==> config.mk <==
export PLATFORM = sky130hd
export DESIGN_NAME = mux_shutdown_lock_control
export DESIGN_NICKNAME = d
export VERILOG_FILES = /design/src/grouped_kill_pkg.sv /design/src/mux_shutdown_lock_control.sv /design/src/port_kill_logic.sv
export SDC_FILE = /design/constraint.sdc
export NUM_CORES = 1
export LEC_CHECK = 0
export BUFFER_PORTS_ARGS = -buffer_cell sky130_fd_sc_hd__buf_2
export CAP_MARGIN = 20
export CORE_MARGIN = 1.5
export CORE_UTILIZATION = 55
export DETAILED_ROUTE_END_ITERATION = 8
export PLACE_DENSITY = 0.75
export SLEW_MARGIN = 0
export SYNTH_ARGS = -nofsm -noshare
export SYNTH_HDL_FRONTEND = slang
export SYNTH_SLANG_ARGS = --single-unit
==> constraint.sdc <==
create_clock -name clock -period 2.16 [get_ports clock]
set_clock_uncertainty 0.1 [all_clocks]
set_input_delay 0.216 -clock clock [delete_from_list [all_inputs] [get_ports clock]]
set_output_delay 0.216 -clock clock [all_outputs]
set_load 0.005 [all_outputs]
==> src/grouped_kill_pkg.sv <==
package grouped_kill_pkg;

  // -----------------------------------------------------------------
  // command codes and register layout
  // -----------------------------------------------------------------
  localparam logic [7:0] CMD_TEST_ENABLE = 8'h1D;
  localparam logic [7:0] CMD_GROUP_CFG = 8'h22;
  localparam logic [7:0] UNLOCK_CODE = 8'hBC;
  localparam logic [7:0] LOCK_CODE = 8'h00;
  localparam logic [7:0] TEST_ENABLE_RESET = 8'h00;
  localparam int CFG_WIDTH = 5;
  localparam logic [4:0] CFG_RESET = 5'h00;
  localparam int CFG_KILL_EN_BIT = 4;
  localparam int CFG_SELECT_LSB = 0;
  localparam logic [7:0] READ_FILL = 8'h00;

  // -----------------------------------------------------------------
  // serial bus addressing and framing
  // -----------------------------------------------------------------
  localparam logic [6:0] UNLOCKED_ADDR = 7'h20;
  localparam logic [2:0] ADDR_BASE_DEFAULT = 3'h2;
  localparam logic [3:0] BITS_PER_BYTE = 4'h8;
  localparam int PORT_COUNT = 4;

  typedef enum logic [6:0] {
    ST_IDLE  = 7'h01,
    ST_ADDR  = 7'h02,
    ST_CMD   = 7'h04,
    ST_WDATA = 7'h08,
    ST_ACK   = 7'h10,
    ST_RDATA = 7'h20,
    ST_RACK  = 7'h40
  } bus_state_e;

endpackage

==> src/mux_shutdown_lock_control.sv <==
// Notes on behaviour
// - configuration register locked after power-up
// - writing BCh to test-enable unlocks configuration
// - unlocked device answers at fixed address 20h
// - lock code restores pin-selected slave address
// - enable set: shared input kills selected powered ports
// - enable clear: shared input kills port 1 only
// - per-port select bits choose affected ports
// - command 22h accesses configuration, reset zero
// - command 1Dh accesses test-enable code, reset zero
`timescale 1ns/10ps
module mux_shutdown_lock_control #(
  parameter logic [2:0] ADDR_BASE = grouped_kill_pkg::ADDR_BASE_DEFAULT
) (
  // clock and reset
  input wire logic clock,
  input wire logic sys_rst,
  // two-wire serial bus
  input wire logic scl,
  input wire logic sdaIn,
  output logic sdaOut,
  output logic sdaOeN,
  // address select pins
  input wire logic [3:0] addrSelect,
  // shutdown inputs
  input wire logic firstPortOffInputN,
  input wire logic port2OffInputN,
  input wire logic port3OffInputN,
  input wire logic port4OffInputN,
  // port power state and kill requests
  input wire logic [3:0] portPowered,
  output logic [3:0] portKill,
  // status
  output logic configUnlocked
);

  // -----------------------------------------------------------------
  // registers and lock state
  // -----------------------------------------------------------------
  logic [7:0] testEnable_r;
  logic [4:0] groupCfg_r;
  logic unlocked;
  logic [6:0] activeAddr;

  assign unlocked = (testEnable_r == grouped_kill_pkg::UNLOCK_CODE);
  assign configUnlocked = unlocked;
  assign activeAddr = unlocked ? grouped_kill_pkg::UNLOCKED_ADDR : {ADDR_BASE, addrSelect};

  // -----------------------------------------------------------------
  // bus line edge detection
  // -----------------------------------------------------------------
  logic sclPrev_r;
  logic sdaPrev_r;
  logic sclRise;
  logic sclFall;
  logic startSeen;
  logic stopSeen;

  always_ff @(posedge clock or posedge sys_rst) begin
    if (sys_rst) begin
      sclPrev_r <= 1'b1;
      sdaPrev_r <= 1'b1;
    end else begin
      sclPrev_r <= scl;
      sdaPrev_r <= sdaIn;
    end
  end

  assign sclRise = scl & ~sclPrev_r;
  assign sclFall = ~scl & sclPrev_r;
  assign startSeen = scl & sclPrev_r & sdaPrev_r & ~sdaIn;
  assign stopSeen = scl & sclPrev_r & ~sdaPrev_r & sdaIn;

  // -----------------------------------------------------------------
  // byte engine
  // -----------------------------------------------------------------
  grouped_kill_pkg::bus_state_e state_r;
  grouped_kill_pkg::bus_state_e afterAck_r;
  logic [3:0] bitCnt_r;
  logic [7:0] rxShift_r;
  logic [7:0] txShift_r;
  logic [7:0] cmd_r;
  logic masterAck_r;
  logic byteDone;
  logic [7:0] readValue;
  logic writeStrobe;

  assign byteDone = sclFall && (bitCnt_r == grouped_kill_pkg::BITS_PER_BYTE);
  assign writeStrobe = byteDone && (state_r == grouped_kill_pkg::ST_WDATA);

  always_comb begin
    unique case (cmd_r)
      grouped_kill_pkg::CMD_TEST_ENABLE: readValue = testEnable_r;
      grouped_kill_pkg::CMD_GROUP_CFG: readValue = {3'h0, groupCfg_r};
      default: readValue = grouped_kill_pkg::READ_FILL;
    endcase
  end

  always_ff @(posedge clock or posedge sys_rst) begin
    if (sys_rst) begin
      state_r <= grouped_kill_pkg::ST_IDLE;
      afterAck_r <= grouped_kill_pkg::ST_IDLE;
      bitCnt_r <= 4'h0;
      rxShift_r <= 8'h00;
      txShift_r <= 8'hFF;
      masterAck_r <= 1'b0;
    end else if (startSeen) begin
      state_r <= grouped_kill_pkg::ST_ADDR;
      bitCnt_r <= 4'h0;
    end else if (stopSeen) begin
      state_r <= grouped_kill_pkg::ST_IDLE;
    end else begin
      unique case (state_r)
        grouped_kill_pkg::ST_IDLE: begin
          bitCnt_r <= 4'h0;
        end
        grouped_kill_pkg::ST_ADDR, grouped_kill_pkg::ST_CMD, grouped_kill_pkg::ST_WDATA: begin
          if (sclRise) begin
            rxShift_r <= {rxShift_r[6:0], sdaIn};
            bitCnt_r <= bitCnt_r + 4'h1;
          end else if (byteDone) begin
            state_r <= grouped_kill_pkg::ST_ACK;
            if (state_r == grouped_kill_pkg::ST_ADDR) begin
              if (rxShift_r[7:1] != activeAddr) begin
                state_r <= grouped_kill_pkg::ST_IDLE;
              end
              afterAck_r <= rxShift_r[0] ? grouped_kill_pkg::ST_RDATA : grouped_kill_pkg::ST_CMD;
            end else begin
              afterAck_r <= grouped_kill_pkg::ST_WDATA;
            end
          end
        end
        grouped_kill_pkg::ST_ACK: begin
          if (sclFall) begin
            state_r <= afterAck_r;
            bitCnt_r <= 4'h0;
            txShift_r <= readValue;
          end
        end
        grouped_kill_pkg::ST_RDATA: begin
          if (sclFall) begin
            txShift_r <= {txShift_r[6:0], 1'b1};
            bitCnt_r <= bitCnt_r + 4'h1;
            if (bitCnt_r == grouped_kill_pkg::BITS_PER_BYTE - 4'h1) begin
              state_r <= grouped_kill_pkg::ST_RACK;
            end
          end
        end
        grouped_kill_pkg::ST_RACK: begin
          if (sclRise) begin
            masterAck_r <= ~sdaIn;
          end else if (sclFall) begin
            bitCnt_r <= 4'h0;
            txShift_r <= readValue;
            state_r <= masterAck_r ? grouped_kill_pkg::ST_RDATA : grouped_kill_pkg::ST_IDLE;
          end
        end
        default: begin
          state_r <= grouped_kill_pkg::ST_IDLE;
        end
      endcase
    end
  end

  // -----------------------------------------------------------------
  // command capture
  // -----------------------------------------------------------------
  always_ff @(posedge clock or posedge sys_rst) begin
    if (sys_rst) begin
      cmd_r <= 8'h00;
    end else if (byteDone && (state_r == grouped_kill_pkg::ST_CMD)) begin
      cmd_r <= rxShift_r;
    end
  end

  // -----------------------------------------------------------------
  // register writes
  // -----------------------------------------------------------------
  always_ff @(posedge clock or posedge sys_rst) begin
    if (sys_rst) begin
      testEnable_r <= grouped_kill_pkg::TEST_ENABLE_RESET;
    end else if (writeStrobe && (cmd_r == grouped_kill_pkg::CMD_TEST_ENABLE)) begin
      testEnable_r <= rxShift_r;
    end
  end

  always_ff @(posedge clock or posedge sys_rst) begin
    if (sys_rst) begin
      groupCfg_r <= grouped_kill_pkg::CFG_RESET;
    end else if (writeStrobe && (cmd_r == grouped_kill_pkg::CMD_GROUP_CFG) && unlocked) begin
      groupCfg_r <= rxShift_r[grouped_kill_pkg::CFG_WIDTH-1:0];
    end
  end

  // -----------------------------------------------------------------
  // open-drain data line
  // -----------------------------------------------------------------
  assign sdaOut = 1'b0;
  assign sdaOeN = ~((state_r == grouped_kill_pkg::ST_ACK) ||
                    ((state_r == grouped_kill_pkg::ST_RDATA) && ~txShift_r[7]));

  // -----------------------------------------------------------------
  // port shutdown
  // -----------------------------------------------------------------
  port_kill_logic #(
    .NPORTS(grouped_kill_pkg::PORT_COUNT)
  ) u_kill (
    .clock(clock),
    .sys_rst(sys_rst),
    .groupedKillEnable(groupCfg_r[grouped_kill_pkg::CFG_KILL_EN_BIT]),
    .groupedKillSelect(groupCfg_r[grouped_kill_pkg::CFG_SELECT_LSB +: grouped_kill_pkg::PORT_COUNT]),
    .offInputN({port4OffInputN, port3OffInputN, port2OffInputN, firstPortOffInputN}),
    .portPowered(portPowered),
    .portKill(portKill)
  );

endmodule // mux_shutdown_lock_control

==> src/port_kill_logic.sv <==
`timescale 1ns/10ps
module port_kill_logic #(
  parameter int NPORTS = 4
) (
  // clock and reset
  input wire logic clock,
  input wire logic sys_rst,
  // configuration
  input wire logic groupedKillEnable,
  input wire logic [NPORTS-1:0] groupedKillSelect,
  // shutdown inputs, index 0 is the first (shared) input
  input wire logic [NPORTS-1:0] offInputN,
  input wire logic [NPORTS-1:0] portPowered,
  // shutdown requests
  output logic [NPORTS-1:0] portKill
);

  // -----------------------------------------------------------------
  // per-port kill decision
  // -----------------------------------------------------------------
  genvar i;
  generate
    for (i = 0; i < NPORTS; i++) begin : g_port
      logic grouped;
      logic own;
      if (i == 0) begin : g_first
        assign grouped = groupedKillEnable ? groupedKillSelect[i] : 1'b1;
        assign own = 1'b0;
      end else begin : g_other
        assign grouped = groupedKillEnable & groupedKillSelect[i];
        assign own = ~offInputN[i];
      end
      always_ff @(posedge clock or posedge sys_rst) begin
        if (sys_rst) begin
          portKill[i] <= 1'b0;
        end else begin
          portKill[i] <= portPowered[i] & ((~offInputN[0] & grouped) | own);
        end
      end
    end
  endgenerate

endmodule // port_kill_logic
# Word-level counts from Yosys, hierarchy flattened
# Index checks and enable logic that the tools add are counted.
totals:
  input_bits: 16
  reg_bits: 62
  output_inout_bits: 7
op_classes:
  n_bitwise: 34
  addsub: 1
  reduce_logical: 17
  mux: 29
  eq_ne: 27
ops:
  columns: ["cell", "n"]
  rows:
  - ["$mux 7", 9]
  - ["$pmux 7 s5", 1]
  - ["$mux 4", 7]
  - ["$ne 4x4->1 const B", 7]
  - ["$mux 8", 3]
  - ["$pmux 8 s3", 1]
  - ["$pmux 4 s5", 1]
  - ["$and 1x1->1", 18]
  - ["$mux 6", 3]
  - ["$pmux 8 s2", 1]
  - ["$reduce_and 5->1", 3]
  - ["$not 1->1", 13]
  - ["$ne 3x3->1 const B", 4]
  - ["$mux 5", 2]
  - ["$eq 8x5->1 const B", 1]
  - ["$eq 8x6->1 const B", 1]
  - ["$eq 8x8->1 const B", 1]
  - ["$reduce_and 4->1", 2]
  - ["$reduce_and 8->1", 1]
  - ["$eq 7x1->1 const B", 1]
  - ["$eq 7x2->1 const B", 1]
  - ["$eq 7x3->1 const B", 1]
  - ["$eq 7x4->1 const B", 1]
  - ["$eq 7x5->1 const B", 1]
  - ["14 further kinds", 24]

# Depth between registers and ports, before layout
logic_depth:
  depth_word: 10
  mapped_depth: 8
  ltp_nobuf: 7

# By module
# Synthesis repeated with hierarchy kept, for this count alone.
unflattened:
  hier_cells: 278
  hier_area_um2: 3074.2
by_module_without_submodules:
  columns: ["module", "seq_area_each_um2", "area_per_inst_um2", "cells_per_inst", "n_inst"]
  rows:
  - ["mux_shutdown_lock_control", 1391.3, 2906.5, 265, 1]
  - ["port_kill_logic", 100.1, 167.7, 13, 1]

# Worst setup path before layout
# Ideal clock, no wire load.
synth_timing:
  path_kind: "reg-to-reg"
  start: "register sclPrev_r"
  end: "register groupCfg_r[0]"
  period_less_slack_ns: 1.973
  path_stages_with_launch: 6
  n_path_buf: 0
  t_required_ns: 1.935
  arrival_time_ns: 1.749
  slack_ns: 0.187
  cell_sequence: "dfstp_2 > nor2b_1 > and4_1 > nand4_1 > nor2_1 > mux2_2"
synth_between:
  elab_chain_cells: 5
synth_lines:
  columns: ["element", "line_no", "text"]
  rows:
  - ["from (decl)", "mux_shutdown_lock_control.sv:52", "logic sclPrev_r;"]
  - ["from (signal assigned)", "mux_shutdown_lock_control.sv:64", "sclPrev_r <= scl;"]
  - ["$and 1x1->1", "mux_shutdown_lock_control.sv:70", "assign sclFall = ~scl & sclPrev_r;"]
  - ["$logic_and 1x1->1", "mux_shutdown_lock_control.sv:88", "assign byteDone = sclFall && (bitCnt_r == grouped_kill_pkg::BITS_PER_BYTE);"]
  - ["$logic_and 1x1->1", "mux_shutdown_lock_control.sv:89", "assign writeStrobe = byteDone && (state_r == grouped_kill_pkg::ST_WDATA);"]
  - ["$logic_and 1x1->1 (2 in a row)", "mux_shutdown_lock_control.sv:190", "end else if (writeStrobe && (cmd_r == grouped_kill_pkg::CMD_GROUP_CFG) && unlocked) begin"]
  - ["to (signal assigned)", "mux_shutdown_lock_control.sv:189", "groupCfg_r <= grouped_kill_pkg::CFG_RESET;"]
  - ["to (signal assigned)", "mux_shutdown_lock_control.sv:191", "groupCfg_r <= rxShift_r[grouped_kill_pkg::CFG_WIDTH-1:0];"]
  - ["to (decl)", "mux_shutdown_lock_control.sv:41", "logic [4:0] groupCfg_r;"]
# Every way passes these cells.
# A chain may end at the register's enable or synchronous reset.

# Worst setup path in the final report
layout_timing:
  start: "register sclPrev_r"
  end: "register groupCfg_r[2]"
# Same word-level chain as after synthesis.

==> results.toml <==
[global_routing]
grt_pass1_vias = 2062
globalRouteTotalUtil_pct = 23.82
grt_first_pass_wirelength_um = 9956
grt-ovfl-total = 0
antenna_found_initial = 0
grt_max_degree = 37

[routing]
ant_nets = 0
drtPass1Iterations = 4
totalWireLength_um = 6179
vias = 2191
first_iter_violations = 131
wl_per_cell_um = 16.05
via_per_inst = 5.691
drc = 0

[final_layout]
fill_cells = 371
seq_area_mm2 = 0.001493
nets = 328
antennaDiodeCount = 0
layout.cells.non_filler = 385
multiInputGateArea_mm2 = 0.001339
syn2layout_area_growth_pct = 20.62
drive_gt1_share_pct = 33.97

[power_and_ir_drop]
peakVddDrop_mv = 0.4797
p_sw_share_pct = 26.03
p_leak_nw = 1.561
clkPwrFrac_pct = 42.4
pwr-share-comb_pct = 12.8
power_density_mw_per_mm2 = 762.5
p_int_mw = 1.982
power_frac_seq_pct = 44.8
switchingPower_uw = 697.5

[timing]
finalCriticalPeriod_ns = 2.105
fmaxAchievable_mhz = 475.1
finalSetupViolCount = 0
tightest_slew_ns = 0.5336
hold_viol_final = 0
tns_ns = 0
slew_violations = 0
fin_crit_sh_pct = 97.45
slew-limit-headroom_pct = 64.38

[setup_path]
start_kind = "flop"
crit_chain = "nor2b_4 -> and4_4 -> nand4_1 -> nor2_2 -> buf_4 -> mux2_2"
worstPathRequired_ns = 2.29
cp_slowest_cell = "dfstp_2"
crit_arrival_ns = 2.23
r2r-start = "sclPrev_r"
cpPeakStageDelay_ns = 0.57
worst_r2r_endpoint = "groupCfg_r[2]"
worst_setup_path_end_kind = "flop"
reg2reg_depth = 6
crit_fanout = 5
ff2ff_setup_slack_ns = 0.06
worstSetupPathType = "flop to flop"

[cts]
cts-root-buf = "clkbuf_8"
post_cts_buffers = 0
cts-htree-levels = 3
cts_tree = "yes"
clockBufferDepth = 2
cts.reportedPaths.clkPinSlew_ns = 0.07
numCtsBuffers = 9
clkLatencyLatePin_ns = 0.34
cts_sinks = 59

[min_path]
hold_class = "input port to flop"
hold_end = "u_kill.portKill[1]"
hold_depth = 2
min-delay-start = "portPowered[1]"

[synth]
synth_top_area_share_pct = 40.38
synth-seq-cells = 59
ys_seq_area_share_pct = 51.20
syn_area_per_cell_um2 = 10.99
synth-main-ff-cell = "dfrtp_1"
netlist_top_cells_area = "dfrtp_1 (40%), dfstp_2 (11%), mux2_2 (11%)"
synth_edf_count = 0
synth_largest_area_cell = "dfrtp_1"
syn_inst = 265
synthArstFlopShare_pct = 100.0
synthDistinctLibCells = 52
ys.warnings.count = 0
synth_area_mm2 = 0.002913
synthesis.nets = 283

[flow_run]
maxCapViolations = 0

[status]
status = "completed"

[place]
placedCellCount = 362
port_buffers = 21
dp_hpwl_um = 4389
gp_congestion = 0.8821

[floorplan]
die_y_um = 75.78
row_count = 26
dieArea_mm2 = 0.005742
start_util_pct = 57.03
coreArea_mm2 = 0.005107
die_w_um = 75.78
ios = 23
## final cells by class
| type | count | area share, % |
|---|---|---|
| sequential | 59 | 42.49 |
| multi-input combinational | 181 | 38.11 |
| timing repair buffer | 45 | 8.974 |
| clock buffer | 11 | 4.024 |
| tap | 70 | 2.493 |
| clock inverter | 5 | 2.422 |
| inverter | 14 | 1.496 |
## layout by cell type (no fill, tap or decap), types with 6 or more instances in the layout
cell and n:
nor2_1 11, dfrtp_1 46, mux2_2 28, dlygate4sd3_1 7, o21ai_0 27, nand3_1 7, inv_1 13, nand2_1 23
and3_1 6, dfstp_2 12, buf_2 21, buf_4 16, clkbuf_8 10
## critical path: cells and delay by family (launching register included)
family                 cells  cell delay [ns]
buffers and inverters      1             0.16
multiplexers               1             0.34
flip-flops                 1             0.57
AND/OR/NAND/NOR            4             0.84
## worst max path at each step
stage	startpoint	to	slack [ns]
floorplan	sclPrev_r	groupCfg_r[0]	0.19
global placement	sclPrev_r	testEnable_r[0]	0.10
detailed placement	sclPrev_r	testEnable_r[6]	-0.02
CTS	sclPrev_r	groupCfg_r[2]	0.02
global route	state_r[4]	groupCfg_r[2]	-0.004
finish	sclPrev_r	groupCfg_r[2]	0.06
## timing repair
action                                  CTS  global route
endpoints found under the hold margin    18             0
gates resized for setup                   2             7
pin swaps                                 0             2
cloned                                    0             0
hold buffers                              7             0
endpoints found under the setup margin    8            16
## power by group through the flow
stage | clock network [mW] | logic (mW) | registers, mW
2_1_floorplan | 0 | 0.230 | 1.20
3_3_place_gp | 0 | 0.317 | 1.22
3_5_place_dp | 0 | 0.320 | 1.22
4_1_cts | 1.16 | 0.332 | 1.20
5_1_grt | 1.20 | 0.380 | 1.21
6_report | 1.14 | 0.342 | 1.20
## metal layers
| metal | share of wire [%] | vias to the layer above | GRT usage (%) | routed length, µm |
|---|---|---|---|---|
| met3 | 5.0 | 16 | 6.614 | 307 |
| li1 | - | 1066 | - | - |
| met1 | 46 | 1048 | 34.92 | 2872 |
| met2 | 46 | 61 | 33.72 | 2863 |
| met4 | 2.2 | 0 | 8.929 | 135 |
| met5 | 0 | - | 0 | 0 |
## registers in the layout, indices dropped and copies added, names as in the netlist
signal / cells
masterAck_r: 1
testEnable_r: 8
state_r: 7
sclPrev_r: 1
u_kill.portKill: 4
sdaPrev_r: 1
cmd_r: 8
bitCnt_r: 4
groupCfg_r: 5
txShift_r: 8
rxShift_r: 8
afterAck_r: 4
## cell usage after synthesis, types with 5 or more instances
library cell and number:
nor2_1 12, nand3_1 7, o21ai_0 27, dfstp_2 12
nand2_1 23, dfrtp_1 47, and3_1 6, mux2_2 28
a221o_1 5, nand4_1 5, nor2b_1 5, inv_1 14
## metrics by stage
| step | worst slack [ns] | total power, mW | area [µm²] | hold WS [ns] | util (%) |
|---|---|---|---|---|---|
| floorplan | 0.1868 | 1.427 | 2913 | 0.1205 | - |
| global placement | 0.1042 | 1.535 | 3187 | 0.1840 | 62.40 |
| detailed placement | -0.01649 | 1.540 | 3187 | 0.1847 | 62.40 |
| CTS | 0.01678 | 2.690 | 3490 | 0.006674 | 68.32 |
| global route | -0.003567 | 2.787 | 3513 | 0.02065 | 68.79 |
| finish | 0.05502 | 2.679 | 3513 | 0.01554 | 68.79 |
## cell families (layout without fill, tap and decap cells)
logic type      count (synthesis)  in the layout  synth area share [%]
xor+xnor                        5              5                 1.503
other cells                     1              1                0.1287
fa+ha+maj                       2              2                0.8590
mux                            28             28                 10.82
simple gates                   83             83                 17.05
compound gates                 62             62                 14.61
buf+inv                        25             75                 3.823
flops                          59             59                 51.20
Power figures use the tool's default switching activity.
